`src/pkg/pafc_map.svh`:
```
// Register map, field positions, reset values and timing counts of the counter core
`ifndef PAFC_MAP_SVH
`define PAFC_MAP_SVH

`define PAFC_OFF_CTRL      8'h00
`define PAFC_OFF_INTERVAL  8'h04
`define PAFC_OFF_INPUT     8'h08
`define PAFC_OFF_STATUS    8'h0C
`define PAFC_OFF_PULSES    8'h10
`define PAFC_OFF_CYCLES    8'h14
`define PAFC_OFF_AVGPER    8'h18
`define PAFC_OFF_FREQ      8'h1C
`define PAFC_OFF_REFPER    8'h20
`define PAFC_OFF_PHDLY     8'h24

`define PAFC_CTRL_START    0
`define PAFC_CTRL_CHSEL    1
`define PAFC_CTRL_TWOCH    2
`define PAFC_CTRL_REFB     3
`define PAFC_CTRL_ABORT    4

`define PAFC_IN_SRCA_LSB   0
`define PAFC_IN_SRCB       2
`define PAFC_IN_TERMA_LSB  4
`define PAFC_IN_TERMB_LSB  6
`define PAFC_IN_AUTOA      8
`define PAFC_IN_AUTOB      9
`define PAFC_IN_FIXA_LSB   12
`define PAFC_IN_FIXB_LSB   16

`define PAFC_ST_DONE       0
`define PAFC_ST_BUSY       1
`define PAFC_ST_PHDONE     2
`define PAFC_ST_RNGA_LSB   8
`define PAFC_ST_RNGB_LSB   12

`define PAFC_INTERVAL_RST  32'h0000_F424
`define PAFC_INPUT_RST     32'h0000_0300
`define PAFC_TB_HZ         48'h0000_05F5_E100
`define PAFC_CLK_MHZ       100
`define PAFC_AR_SETTLE_NS  1000
`define PAFC_AR_SETTLE_CYC ((`PAFC_AR_SETTLE_NS * `PAFC_CLK_MHZ) / 1000)

`endif

```
`src/pkg/pafc_pkg.sv`:
```
// Types used by the counter core: gate states, termination and source codes
package pafc_pkg;
  typedef enum logic [2:0] {
    FC_IDLE = 3'b000,
    FC_ARM  = 3'b001,
    FC_OPEN = 3'b010,
    FC_DIV1 = 3'b011,
    FC_DIV2 = 3'b100
  } pafc_fc_state_e;

  typedef enum logic [1:0] {
    TERM_NONE = 2'b00,
    TERM_600  = 2'b01,
    TERM_150  = 2'b10
  } pafc_term_e;

  typedef enum logic [1:0] {
    SRC_FRONT = 2'b00,
    SRC_GEN   = 2'b01,
    SRC_AUX   = 2'b10
  } pafc_src_e;
endpackage : pafc_pkg

```
`src/verilog/pafc_core.sv`:
```
// Period-averaging frequency counter, phase timer and input routing with AHB-Lite registers
//
// Chosen here: the register addresses and the AHB-Lite register port.
`timescale 1ns/1ps
`include "pafc_map.svh"
// Functional notes
// [RULE1] First signal zero crossing opens gate; time-base pulses accumulate while open.
// [RULE2] Later crossings keep the gate open while the interval has not elapsed.
// [RULE3] A second counter counts signal cycles completed while gating.
// [RULE4] After the interval is reached, gate closes only at next crossing.
// [RULE5] Average period is pulses divided by cycles; frequency is its reciprocal.
// [RULE6] Phase timer measures reference period and inter-channel crossing delay.
// [RULE7] Delay measured at rising and falling crossings, then averaged.
// [RULE8] Multiplexer routes channel A or B to level, frequency, reading paths.
// [RULE9] Outside two-channel functions all three paths take the selected channel.
// [RULE10] In two-channel functions reading takes selected, level and frequency other.
// [RULE11] Each channel picks front input or own generator monitor; aux on A only.
// [RULE12] Each channel terminates with 600 ohm, 150 ohm, or nothing.
// [RULE13] Autorange picks most sensitive unclipped range; fixed range overrides.
// [RULE14] Front end delivers synchronous rising and falling crossing pulses.
// [RULE15] Interval is a cycle count; done flag raised once results are valid.

module pafc_core #(
  parameter int CW     = 32,
  parameter int NW     = 16,
  parameter int NRANGE = 8
) (
  input  wire logic        hclk,
  input  wire logic        hresetn,
  input  wire logic        hsel,
  input  wire logic [31:0] haddr,
  input  wire logic [1:0]  htrans,
  input  wire logic        hwrite,
  input  wire logic [2:0]  hsize,
  input  wire logic [31:0] hwdata,
  input  wire logic        hready,
  output logic      [31:0] hrdata,
  output logic             hreadyout,
  output logic             hresp,
  input  wire logic        zc_a_rise,
  input  wire logic        zc_a_fall,
  input  wire logic        zc_b_rise,
  input  wire logic        zc_b_fall,
  input  wire logic        clip_a,
  input  wire logic        low_a,
  input  wire logic        clip_b,
  input  wire logic        low_b,
  output logic             level_src_b_q,
  output logic             freq_src_b_q,
  output logic             read_src_b_q,
  output logic             src_a_gen_q,
  output logic             src_a_aux_q,
  output logic             src_b_gen_q,
  output logic             term_a_600_q,
  output logic             term_a_150_q,
  output logic             term_b_600_q,
  output logic             term_b_150_q,
  output logic      [2:0]  range_a_q,
  output logic      [2:0]  range_b_q
);
  localparam int DW = 48;

  generate
    if (CW > 32 || CW + NW > DW || NW < 2 || NRANGE > 8) begin : g_chk
      $error("pafc_core: widths exceed the divider or register word");
    end
  endgenerate

  // Bus side
  logic        wr_pend_q;
  logic [7:0]  wr_addr_q;
  logic [31:0] hrdata_q;
  logic        addr_ok;
  logic [31:0] rdata;

  // Control registers
  logic        chan_sel_q;
  logic        two_ch_q;
  logic        ref_b_q;
  logic [31:0] interval_q;
  logic [31:0] input_q;
  logic        done_q;
  logic        ph_done_q;

  // Frequency counter
  pafc_pkg::pafc_fc_state_e state_q;
  logic [CW-1:0] pulses_q;
  logic [NW-1:0] cycles_q;
  logic [31:0]   avg_per_q;
  logic [31:0]   freq_q;
  logic          fc_zc;
  logic          reached;
  logic          start_wr;
  logic          abort_wr;
  logic          done_set;
  logic          done_clr;

  // Divider
  logic          div_start_q;
  logic [5:0]    div_cnt_q;
  logic [DW-1:0] quo_q;
  logic [32:0]   rem_q;
  logic [31:0]   den_q;
  logic [32:0]   rem_sh;
  logic          div_busy;

  // Phase timer
  logic        ref_rise;
  logic        ref_fall;
  logic        sel_rise;
  logic        sel_fall;
  logic [31:0] ref_cnt_q;
  logic [31:0] fall_cnt_q;
  logic [31:0] ref_per_q;
  logic [31:0] rise_dly_q;
  logic        rise_ok_q;
  logic        ref_seen_q;
  logic        fall_seen_q;
  logic [31:0] ph_dly_q;
  logic        ph_upd;
  logic [32:0] ph_sum;

  assign addr_ok  = hsel && htrans[1] && hready;
  assign start_wr = wr_pend_q && wr_addr_q == `PAFC_OFF_CTRL && hwdata[`PAFC_CTRL_START];
  assign abort_wr = wr_pend_q && wr_addr_q == `PAFC_OFF_CTRL && hwdata[`PAFC_CTRL_ABORT];

  // Zero wait states: reads are decoded in the address phase so the data
  // phase answers from a flop. A read issued in the same cycle as a
  // pending write's data phase would see the old value.
  always_comb begin
    rdata = 32'h0000_0000;
    unique case (haddr[7:0])
      `PAFC_OFF_CTRL: begin
        rdata[`PAFC_CTRL_CHSEL] = chan_sel_q;
        rdata[`PAFC_CTRL_TWOCH] = two_ch_q;
        rdata[`PAFC_CTRL_REFB]  = ref_b_q;
      end
      `PAFC_OFF_INTERVAL: rdata = interval_q;
      `PAFC_OFF_INPUT:    rdata = input_q;
      `PAFC_OFF_STATUS: begin
        rdata[`PAFC_ST_DONE]   = done_q;
        rdata[`PAFC_ST_BUSY]   = state_q != pafc_pkg::FC_IDLE;
        rdata[`PAFC_ST_PHDONE] = ph_done_q;
        rdata[`PAFC_ST_RNGA_LSB +: 3] = range_a_q;
        rdata[`PAFC_ST_RNGB_LSB +: 3] = range_b_q;
      end
      `PAFC_OFF_PULSES: rdata = 32'(pulses_q);
      `PAFC_OFF_CYCLES: rdata = 32'(cycles_q);
      `PAFC_OFF_AVGPER: rdata = avg_per_q;
      `PAFC_OFF_FREQ:   rdata = freq_q;
      `PAFC_OFF_REFPER: rdata = ref_per_q;
      `PAFC_OFF_PHDLY:  rdata = ph_dly_q;
      default:          rdata = 32'h0000_0000;
    endcase
  end

  always_ff @(posedge hclk or negedge hresetn) begin
    if (!hresetn) begin
      wr_pend_q <= 1'b0;
      wr_addr_q <= 8'h00;
      hrdata_q  <= 32'h0000_0000;
      hreadyout <= 1'b0;
      hresp     <= 1'b0;
    end else begin
      hreadyout <= 1'b1;
      hresp     <= 1'b0;
      wr_pend_q <= addr_ok && hwrite && haddr[31:8] == 24'h00_0000;
      wr_addr_q <= haddr[7:0];
      if (addr_ok && !hwrite) hrdata_q <= rdata;
    end
  end
  assign hrdata = hrdata_q;

  always_ff @(posedge hclk or negedge hresetn) begin
    if (!hresetn) begin
      chan_sel_q <= 1'b0;
      two_ch_q   <= 1'b0;
      ref_b_q    <= 1'b0;
      interval_q <= `PAFC_INTERVAL_RST;
      input_q    <= `PAFC_INPUT_RST;
    end else if (wr_pend_q) begin
      if (wr_addr_q == `PAFC_OFF_CTRL) begin
        chan_sel_q <= hwdata[`PAFC_CTRL_CHSEL];
        two_ch_q   <= hwdata[`PAFC_CTRL_TWOCH];
        ref_b_q    <= hwdata[`PAFC_CTRL_REFB];
      end
      if (wr_addr_q == `PAFC_OFF_INTERVAL) interval_q <= hwdata; // RULE15
      if (wr_addr_q == `PAFC_OFF_INPUT)    input_q    <= hwdata;
    end
  end

  // Path routing and front-end switching
  always_ff @(posedge hclk or negedge hresetn) begin
    if (!hresetn) begin
      level_src_b_q <= 1'b0;
      freq_src_b_q  <= 1'b0;
      read_src_b_q  <= 1'b0;
      src_a_gen_q   <= 1'b0;
      src_a_aux_q   <= 1'b0;
      src_b_gen_q   <= 1'b0;
      term_a_600_q  <= 1'b0;
      term_a_150_q  <= 1'b0;
      term_b_600_q  <= 1'b0;
      term_b_150_q  <= 1'b0;
    end else begin
      read_src_b_q  <= chan_sel_q; // RULE8
      level_src_b_q <= chan_sel_q ^ two_ch_q; // RULE9 RULE10
      freq_src_b_q  <= chan_sel_q ^ two_ch_q; // RULE9 RULE10
      src_a_gen_q   <= input_q[`PAFC_IN_SRCA_LSB +: 2] == pafc_pkg::SRC_GEN; // RULE11
      src_a_aux_q   <= input_q[`PAFC_IN_SRCA_LSB +: 2] == pafc_pkg::SRC_AUX; // RULE11
      src_b_gen_q   <= input_q[`PAFC_IN_SRCB]; // RULE11
      term_a_600_q  <= input_q[`PAFC_IN_TERMA_LSB +: 2] == pafc_pkg::TERM_600; // RULE12
      term_a_150_q  <= input_q[`PAFC_IN_TERMA_LSB +: 2] == pafc_pkg::TERM_150; // RULE12
      term_b_600_q  <= input_q[`PAFC_IN_TERMB_LSB +: 2] == pafc_pkg::TERM_600; // RULE12
      term_b_150_q  <= input_q[`PAFC_IN_TERMB_LSB +: 2] == pafc_pkg::TERM_150; // RULE12
    end
  end

  pafc_autorange #(.NRANGE(NRANGE), .RW(3)) u_range_a (
    .hclk        (hclk),
    .hresetn     (hresetn),
    .auto_en     (input_q[`PAFC_IN_AUTOA]),
    .fixed_range (input_q[`PAFC_IN_FIXA_LSB +: 3]),
    .clip        (clip_a),
    .low         (low_a),
    .range_q     (range_a_q)
  );

  pafc_autorange #(.NRANGE(NRANGE), .RW(3)) u_range_b (
    .hclk        (hclk),
    .hresetn     (hresetn),
    .auto_en     (input_q[`PAFC_IN_AUTOB]),
    .fixed_range (input_q[`PAFC_IN_FIXB_LSB +: 3]),
    .clip        (clip_b),
    .low         (low_b),
    .range_q     (range_b_q)
  );

  // Cycle boundaries are rising crossings of the frequency path channel
  assign fc_zc   = freq_src_b_q ? zc_b_rise : zc_a_rise; // RULE14
  assign reached = 32'(pulses_q) >= interval_q; // RULE15

  always_ff @(posedge hclk or negedge hresetn) begin
    if (!hresetn) begin
      state_q     <= pafc_pkg::FC_IDLE;
      pulses_q    <= '0;
      cycles_q    <= '0;
      avg_per_q   <= 32'h0000_0000;
      freq_q      <= 32'h0000_0000;
      div_start_q <= 1'b0;
    end else begin
      div_start_q <= 1'b0;
      if (abort_wr) begin
        state_q <= pafc_pkg::FC_IDLE;
      end else begin
        unique case (state_q)
          pafc_pkg::FC_IDLE: begin
            if (start_wr) state_q <= pafc_pkg::FC_ARM;
          end
          pafc_pkg::FC_ARM: begin
            if (fc_zc) begin
              state_q  <= pafc_pkg::FC_OPEN; // RULE1
              pulses_q <= '0;
              cycles_q <= '0;
            end
          end
          pafc_pkg::FC_OPEN: begin
            pulses_q <= pulses_q + CW'(1); // RULE1
            if (fc_zc) begin
              cycles_q <= cycles_q + NW'(1); // RULE3
              if (reached) begin // RULE2
                state_q     <= pafc_pkg::FC_DIV1; // RULE4
                div_start_q <= 1'b1;
              end
            end
          end
          pafc_pkg::FC_DIV1: begin
            if (!div_start_q && !div_busy) begin
              avg_per_q   <= quo_q[31:0]; // RULE5
              state_q     <= pafc_pkg::FC_DIV2;
              div_start_q <= 1'b1;
            end
          end
          pafc_pkg::FC_DIV2: begin
            if (!div_start_q && !div_busy) begin
              freq_q  <= quo_q[31:0]; // RULE5
              state_q <= pafc_pkg::FC_IDLE;
            end
          end
          default: state_q <= pafc_pkg::FC_IDLE;
        endcase
      end
    end
  end

  // Shared restoring divider: first pulses/cycles, then
  // time-base rate times cycles over pulses, giving Hz directly.
  assign div_busy = div_cnt_q != 6'h00;
  assign rem_sh   = {rem_q[31:0], quo_q[DW-1]};

  always_ff @(posedge hclk or negedge hresetn) begin
    if (!hresetn) begin
      div_cnt_q <= 6'h00;
      quo_q     <= '0;
      rem_q     <= '0;
      den_q     <= 32'h0000_0000;
    end else if (div_start_q) begin
      div_cnt_q <= 6'(DW);
      rem_q     <= '0;
      if (state_q == pafc_pkg::FC_DIV1) begin
        quo_q <= DW'(pulses_q); // RULE5
        den_q <= 32'(cycles_q);
      end else begin
        quo_q <= `PAFC_TB_HZ * DW'(cycles_q); // RULE5
        den_q <= 32'(pulses_q);
      end
    end else if (div_busy) begin
      div_cnt_q <= div_cnt_q - 6'h01;
      if (rem_sh >= {1'b0, den_q}) begin
        rem_q <= rem_sh - {1'b0, den_q};
        quo_q <= {quo_q[DW-2:0], 1'b1};
      end else begin
        rem_q <= rem_sh;
        quo_q <= {quo_q[DW-2:0], 1'b0};
      end
    end
  end

  // Done is sticky; a result landing in the clearing cycle still sets it
  assign done_set = state_q == pafc_pkg::FC_DIV2 && !div_start_q && !div_busy && !abort_wr;
  assign done_clr = wr_pend_q && wr_addr_q == `PAFC_OFF_STATUS && hwdata[`PAFC_ST_DONE];

  always_ff @(posedge hclk or negedge hresetn) begin
    if (!hresetn) begin
      done_q <= 1'b0;
    end else if (done_set) begin
      done_q <= 1'b1; // RULE15
    end else if (done_clr) begin
      done_q <= 1'b0;
    end
  end

  // Phase timer: reference is one channel, the other is compared to it
  assign ref_rise = ref_b_q ? zc_b_rise : zc_a_rise;
  assign ref_fall = ref_b_q ? zc_b_fall : zc_a_fall;
  assign sel_rise = ref_b_q ? zc_a_rise : zc_b_rise;
  assign sel_fall = ref_b_q ? zc_a_fall : zc_b_fall;
  assign ph_upd   = sel_fall && fall_seen_q && rise_ok_q;
  assign ph_sum   = {1'b0, rise_dly_q} + {1'b0, fall_cnt_q + 32'h0000_0001};

  always_ff @(posedge hclk or negedge hresetn) begin
    if (!hresetn) begin
      ref_cnt_q   <= 32'h0000_0000;
      fall_cnt_q  <= 32'h0000_0000;
      ref_per_q   <= 32'h0000_0000;
      rise_dly_q  <= 32'h0000_0000;
      rise_ok_q   <= 1'b0;
      ref_seen_q  <= 1'b0;
      fall_seen_q <= 1'b0;
      ph_dly_q    <= 32'h0000_0000;
    end else begin
      ref_cnt_q  <= ref_rise ? 32'h0000_0000 : ref_cnt_q + 32'h0000_0001;
      fall_cnt_q <= ref_fall ? 32'h0000_0000 : fall_cnt_q + 32'h0000_0001;
      if (ref_rise) begin
        ref_seen_q <= 1'b1;
        if (ref_seen_q) ref_per_q <= ref_cnt_q + 32'h0000_0001; // RULE6
      end
      if (ref_fall) fall_seen_q <= 1'b1;
      if (sel_rise && ref_seen_q) begin
        rise_dly_q <= ref_cnt_q + 32'h0000_0001; // RULE6
        rise_ok_q  <= 1'b1;
      end
      if (ph_upd) begin
        ph_dly_q  <= ph_sum[32:1]; // RULE7
        rise_ok_q <= 1'b0;
      end
    end
  end

  always_ff @(posedge hclk or negedge hresetn) begin
    if (!hresetn) begin
      ph_done_q <= 1'b0;
    end else if (ph_upd) begin
      ph_done_q <= 1'b1;
    end else if (wr_pend_q && wr_addr_q == `PAFC_OFF_STATUS && hwdata[`PAFC_ST_PHDONE]) begin
      ph_done_q <= 1'b0;
    end
  end
endmodule : pafc_core

```
`src/verilog/pafc_autorange.sv`:
```
// Per-channel peak-driven range selection with a user override
`timescale 1ns/1ps
`include "pafc_map.svh"

module pafc_autorange #(
  parameter int NRANGE = 8,
  parameter int RW     = 3
) (
  input  wire logic          hclk,
  input  wire logic          hresetn,
  input  wire logic          auto_en,
  input  wire logic [RW-1:0] fixed_range,
  input  wire logic          clip,
  input  wire logic          low,
  output logic      [RW-1:0] range_q
);
  localparam int SETTLE = (`PAFC_AR_SETTLE_CYC < 1) ? 1 : `PAFC_AR_SETTLE_CYC;
  localparam logic [RW-1:0] TOP = RW'(NRANGE - 1);

  generate
    if (NRANGE < 2 || NRANGE > (1 << RW)) begin : g_chk
      $error("pafc_autorange: NRANGE does not fit RW");
    end
  endgenerate

  logic [15:0] low_cnt_q;

  // Higher index is more sensitive; clipping steps back at once,
  // a quiet signal must stay quiet for the settle time before stepping up.
  always_ff @(posedge hclk or negedge hresetn) begin
    if (!hresetn) begin
      range_q   <= '0;
      low_cnt_q <= '0;
    end else if (!auto_en) begin
      range_q   <= (fixed_range > TOP) ? TOP : fixed_range; // RULE13
      low_cnt_q <= '0;
    end else if (clip) begin
      low_cnt_q <= '0;
      if (range_q != '0) range_q <= range_q - RW'(1); // RULE13
    end else if (low && range_q != TOP) begin
      if (low_cnt_q == 16'(SETTLE - 1)) begin
        range_q   <= range_q + RW'(1); // RULE13
        low_cnt_q <= '0;
      end else begin
        low_cnt_q <= low_cnt_q + 16'h0001;
      end
    end else begin
      low_cnt_q <= '0;
    end
  end
endmodule : pafc_autorange

```
`config.mk`:
```
export PLATFORM = sky130hd
export DESIGN_NAME = pafc_core
export DESIGN_NICKNAME = d
export VERILOG_FILES = /design/src/pkg/pafc_pkg.sv /design/src/verilog/pafc_core.sv /design/src/verilog/pafc_autorange.sv
export VERILOG_INCLUDE_DIRS = /design/src /design/src/pkg
export SDC_FILE = /design/constraint.sdc
export NUM_CORES = 2
export LEC_CHECK = 0
export BUFFER_PORTS_ARGS = -buffer_cell sky130_fd_sc_hd__buf_4
export CAP_MARGIN = 20
export CORE_ASPECT_RATIO = 0.6
export CORE_MARGIN = 3
export CORE_UTILIZATION = 60
export CTS_BUF_LIST = sky130_fd_sc_hd__clkbuf_8
export DETAILED_ROUTE_END_ITERATION = 12
export PLACE_DENSITY_LB_ADDON = 0.1
export SLEW_MARGIN = 30
export SYNTH_ARGS = -nofsm -noshare
export SYNTH_HDL_FRONTEND = slang
export SYNTH_SLANG_ARGS = --single-unit
export TNS_END_PERCENT = 5
```
`constraint.sdc`:
```
create_clock -name hclk -period 11.2 [get_ports hclk]
set_input_delay 1.12 -clock hclk [delete_from_list [all_inputs] [get_ports hclk]]
set_output_delay 1.12 -clock hclk [all_outputs]
set_load 0.02 [all_outputs]
```
After elaboration in Yosys (flattened, before gate mapping)
Index checks and enable logic that the tools add are counted.

Reductions and logical operators: 48. Equality and inequality tests: 40. Add/subtract/negate cells: 13. Shift-type cells: 0. Divide/modulo/power cells: 0. Multiply operators: 1. Bitwise gates (word level): 2. Muxes and demuxes: 69. Magnitude comparators: 4.

Operators by type and width (count): 32-bit 2-to-1 mux (7); 16-bit 2-to-1 mux (10); 17-bit case mux with 8 select lines (1); 32-bit by 1-bit adder with 32-bit output, second input constant (3); 48-bit 2-to-1 mux (2); 32-bit case mux with 2 select lines (1); 3-bit 2-to-1 mux (19); 3-bit case mux with 9 select lines (2); 16-bit by 1-bit adder with 16-bit output, second input constant (3); 43-bit 2-to-1 mux (1); 19-bit by 16-bit multiplier with 35-bit output, first input constant (1); 32-bit by 32-bit adder with 33-bit output (1); 33-bit by 32-bit >= comparator with 1-bit output (1); 16-bit by 7-bit equality test with 1-bit output, second input constant (2); 8-bit by 4-bit equality test with 1-bit output, second input constant (4); 8-bit by 5-bit equality test with 1-bit output, second input constant (4); 32-bit >= comparator (1); 16-bit case mux with 2 select lines (1); 4-bit case mux with 8 select lines (1); 32-bit subtractor (1); 24-bit logical NOT (1); 3-bit != test, second input constant (8); 1-bit logical AND (20); 2-bit case mux with 10 select lines (1); other kinds (31) (81).

Bits in latches: 0. Register bits after elaboration: 555. Bits of input ports: 82. Memory bits (read-only): 0. Output and inout port bits: 50. Memories: 0. Word-level logic and storage cells: 219. RAM bits: 0.

Depth between registers and ports, before layout
Depth in word-level cells: 6. Depth in mapped cells: 23. Mapped depth without buffers: 23.

Cells and area by module
From an unflattened synthesis, not the netlist that was laid out.

Cell total of the unflattened synthesis: 3427. Area total of the unflattened synthesis: 34005.1 um2.

By module, submodules not included: pafc_core (sequential area each 12948.7 um2, area each 31863.1 um2, cells an instance 3191, instances 1); pafc_autorange (sequential area each 475.5 um2, area each 1071.0 um2, cells an instance 118, instances 2).

Least setup slack after synthesis
Ideal clock, no wire load.

Path kind: register -> register. Start: register cycles_q[13]. End: register quo_q[42]. Data required time: 11.062 ns. Slack: 5.260 ns. Data arrival time: 5.802 ns. Setup time: 0.138 ns. Buffers on the path: 0. Period minus slack after synthesis: 5.940 ns. Stages on the path, launching flop included: 20. Path through: dfrtp_1 > fa_1 > inv_1 > fa_1 > inv_1 > fa_1 > fa_1 > fa_1 > inv_1 > fa_1 > inv_1 > ha_1 > o21a_1 > o21a_1 > o22ai_1 > o21ai_0 > a221oi_1 > a21oi_1 > xnor2_1 > o22ai_1.

Cells in the longest elaborated chain, start to end: 3.

RTL lines: start: declaration (line pafc_core.sv:88) `logic [NW-1:0] cycles_q;`; start signal: assignment (line pafc_core.sv:270) `cycles_q <= cycles_q + NW'(1);`; 19-bit by 16-bit multiplier with 35-bit output (no line); 43-bit 2-to-1 mux (line pafc_core.sv:310) `if (state_q == pafc_pkg::FC_DIV1) begin`; 48-bit 2-to-1 mux (line pafc_core.sv:307) `end else if (div_start_q) begin`; end signal: assignment (line pafc_core.sv:311) `quo_q <= DW'(pulses_q);`; end signal: assignment (line pafc_core.sv:314) `` quo_q <= `PAFC_TB_HZ * DW'(cycles_q); ``; end signal: assignment (line pafc_core.sv:321) `quo_q <= {quo_q[DW-2:0], 1'b1};`; end: declaration (line pafc_core.sv:101) `logic [DW-1:0] quo_q;`.

Every way passes these cells. A chain may end at the register's enable or synchronous reset.

Final worst setup path
Start: register cycles_q[14]. End: register quo_q[42].

The elaborated chain is that of the path after synthesis.

==> results_dict.tcl <==
set metrics [dict create \
    avgRoutedWirePerCell_um 22.1 \
    hold_viol_final 0 \
    synth_top_cell_by_area "dfrtp_1" \
    pin_count 132 \
    detail-route-antenna-nets 0 \
    setup_viol_count_final 0 \
    ys_warn_count 0 \
    cts_root_buf "clkbuf_8" \
    drtPass1Iterations 7 \
    antenna_found_initial 2 \
    min_period_ns 7.44 \
    gp_congestion 0.999 \
    ys.flop_type "dfrtp_1" \
    worst_pin_slew_ns 0.966 \
    synth_area_leaders "dfrtp_1 41%, ha_1 8.1%, fa_1 6.7%" \
    synth.top_cell.area_share_pct 40.6 \
    wirelength_um 95500 \
    grt_pass1_wl_um 151000 \
    synthDistinctLibCells 94 \
    status "finished clean" \
    required_ns 11.78 \
    total_power_mw 6.29 \
    p_per_area_nw_per_um2 170 \
    final_common_cell "dfrtp_1" \
    vias 26900 \
    cts_hold_buf 0 \
    multiInputGateArea_um2 18200 \
    grt_usage_pct 32.7 \
    synth-edff-count 0 \
    min_path_type "in -> async" \
    drc 0 \
    end_kind "flop" \
    clock_sinks 555 \
    final_cell_mix "545 x dfrtp_1, 332 x nand2_1, 282 x inv_1" \
    die_y_um 190 \
    synthArstFlopShare_pct 100 \
    worst-setup-path-type "reg -> reg" \
    die_w_um 312 \
    avgViaCountPerCell 6.21 \
    h-tree-depth 3 \
    cts_tree "done" \
    critPathMaxFanout 10 \
    portBuffers 126 \
    cts_setup_buffers 0 \
    synth-seq-area-share_pct 41.3 \
    die_area_um2 59100 \
    fp-row-count 66 \
    drtIter0Drc 3094 \
    crit_path_start_kind "flop" \
    syn_avg_cell_area_um2 9.85 \
    initial_core_util_pct 61.4 \
    leakagePower_nw 17.9 \
    post-dp-hpwl_um 69500 \
    syn_area_um2 33700 \
    syn_to_final_growth_pct 9.98 \
    worstPathArrival_ns 8.02 \
    synthCells 3419 \
    fmax_mhz 134 \
    clk_latency_ns 0.73 \
    cts_resized 0 \
    grt_pass1_vias 26800 \
    clock_path_buffers 3 \
    drv_slew 0 \
    max_slew_margin_pct 35.6 \
    ff_latch_area_um2 13900 \
    clk_pin_slew_ns 0.07 \
    drive_above_1_share_pct 13.7 \
    rsz0062_at_grt "no" \
    core-area_um2 54800 \
    nFillCells 4425 \
    peakVddDrop_mv 0.0972 \
    numCtsBuffers 85 \
    ys_seq_elements 555 \
    max_cap_viol_count 0 \
    nets 3929 \
    syn_nets 3832 \
    finalClockSkew_ns 0.0573 \
    fin_tns_setup_ns 0 \
    fin_crit_sh_pct 66.4 \
    grt_max_degree 177 \
    overflow 0 \
]
[layer usage]
metal	share of wire [%]	GRT usage (%)
met2	41	46.1
met5	0.012	0
met3	10	7.48
met4	2.4	9.22
met1	47	50.4
[worst paths after layout]
path                         startpoint           to  slack, ns  cells past startpoint
max                        cycles_q[14]    quo_q[42]       3.76                     18
min                             hresetn    rem_q[27]       0.45                      1
max reg2reg                cycles_q[14]    quo_q[42]       3.76                     18
min reg2reg                  input_q[2]  src_b_gen_q       0.45                      0
max in group asynchronous       hresetn    freq_q[8]       8.64                      4
min in group hclk            input_q[2]  src_b_gen_q       0.45                      0
[flip-flops by register name (all words and copies together) (netlist names), 6 cells and up]
signal	cells
avg_per_q	32
cycles_q	16
den_q	32
div_cnt_q	6
fall_cnt_q	32
freq_q	32
hrdata	32
input_q	32
interval_q	32
ph_dly_q	32
pulses_q	32
quo_q	48
ref_cnt_q	32
ref_per_q	32
rem_q	32
rise_dly_q	32
u_range_a.low_cnt_q	16
u_range_b.low_cnt_q	16
wr_addr_q	8
[power by group]
part           switching (mW)  leakage [nW]  internal [mW]  total, mW
Clock                   0.849         0.970          0.899       1.75
Sequential              0.237          7.22           2.25       2.49
Combinational            1.20          9.76          0.850       2.05
[Yosys cell counts, types with 5 or more instances]
master / n
dfrtp_1: 546
nand2_1: 334
nor2_1: 271
inv_1: 261
o21ai_0: 248
ha_1: 219
mux2_2: 135
clkbuf_1: 123
fa_1: 112
nand3_1: 108
a21oi_1: 106
xor2_1: 99
xnor2_1: 94
a22oi_1: 79
a21o_1: 75
a31oi_1: 56
nor2b_1: 52
nor3_1: 46
and3_1: 40
a211oi_1: 35
nand4_1: 34
mux2i_1: 31
a222oi_1: 24
a221oi_1: 16
o211ai_1: 16
o21a_1: 16
o22ai_1: 13
nand2b_1: 12
o31ai_1: 12
or2_2: 11
nor4_1: 10
a41oi_1: 9
and2_1: 9
dfstp_2: 9
o21bai_1: 9
or3_1: 9
and4_1: 8
buf_2: 8
buf_1: 7
buf_4: 7
nand3b_1: 6
o211a_1: 6
o31a_1: 5
[critical path: stages, from the launching register on]
cell,delay (ns)
dfrtp_1,0.82
fa_1,0.61
fa_1,0.55
fa_1,0.57
fa_1,0.53
fa_1,0.55
inv_1,0.06
fa_1,0.52
inv_1,0.04
ha_1,0.37
and4_1,0.27
nand3_1,0.12
o21ai_0,0.56
o22ai_1,0.26
o21ai_0,0.65
a221oi_1,0.26
a21oi_1,0.23
xnor2_1,0.23
o22ai_1,0.13
[stage by stage]
| stage | cell area, um2 | cells | utilization [%] | hold WS [ns] | setup slack, ns |
|---|---|---|---|---|---|
| final | 37100 | 4330 | 67.6 | 0.448 | 3.76 |
| after global routing | 37100 | 4330 | 67.6 | 0.478 | 3.51 |
| after CTS | 37000 | 4327 | 67.5 | 0.447 | 3.93 |
| after detailed placement | 35300 | 4175 | 64.3 | 0.440 | 3.91 |
| after global placement | 35300 | 4175 | 64.3 | 0.433 | 3.99 |
| after floorplan | 33700 | 3419 | - | 0.374 | 5.26 |
[kinds of logic (layout without fill, tap and decap cells)]
logic type	Yosys count	after routing	synth area share (%)
buffers and inverters	411	573	4.79
xor gates and xnor gates	193	193	5.02
adders and majority gates	331	331	14.8
other	2	3	0.0223
muxes	166	166	5.43
and+or+nand+nor	990	990	13.8
AOI/OAI and AO/OA	771	771	14.9
DFF	555	555	41.3
[area by class of cell]
type                    instances  share of cell area [%]
repair buffers                160                    3.44
well taps                     748                    2.53
flip-flops and latches        555                    37.5
multi-input cells            2453                    49.2
clock inverters                43                   0.628
diodes                          1                 0.00675
clock buffers                 109                    4.05
inverters                     261                    2.64
Power figures use the tool's default switching activity.
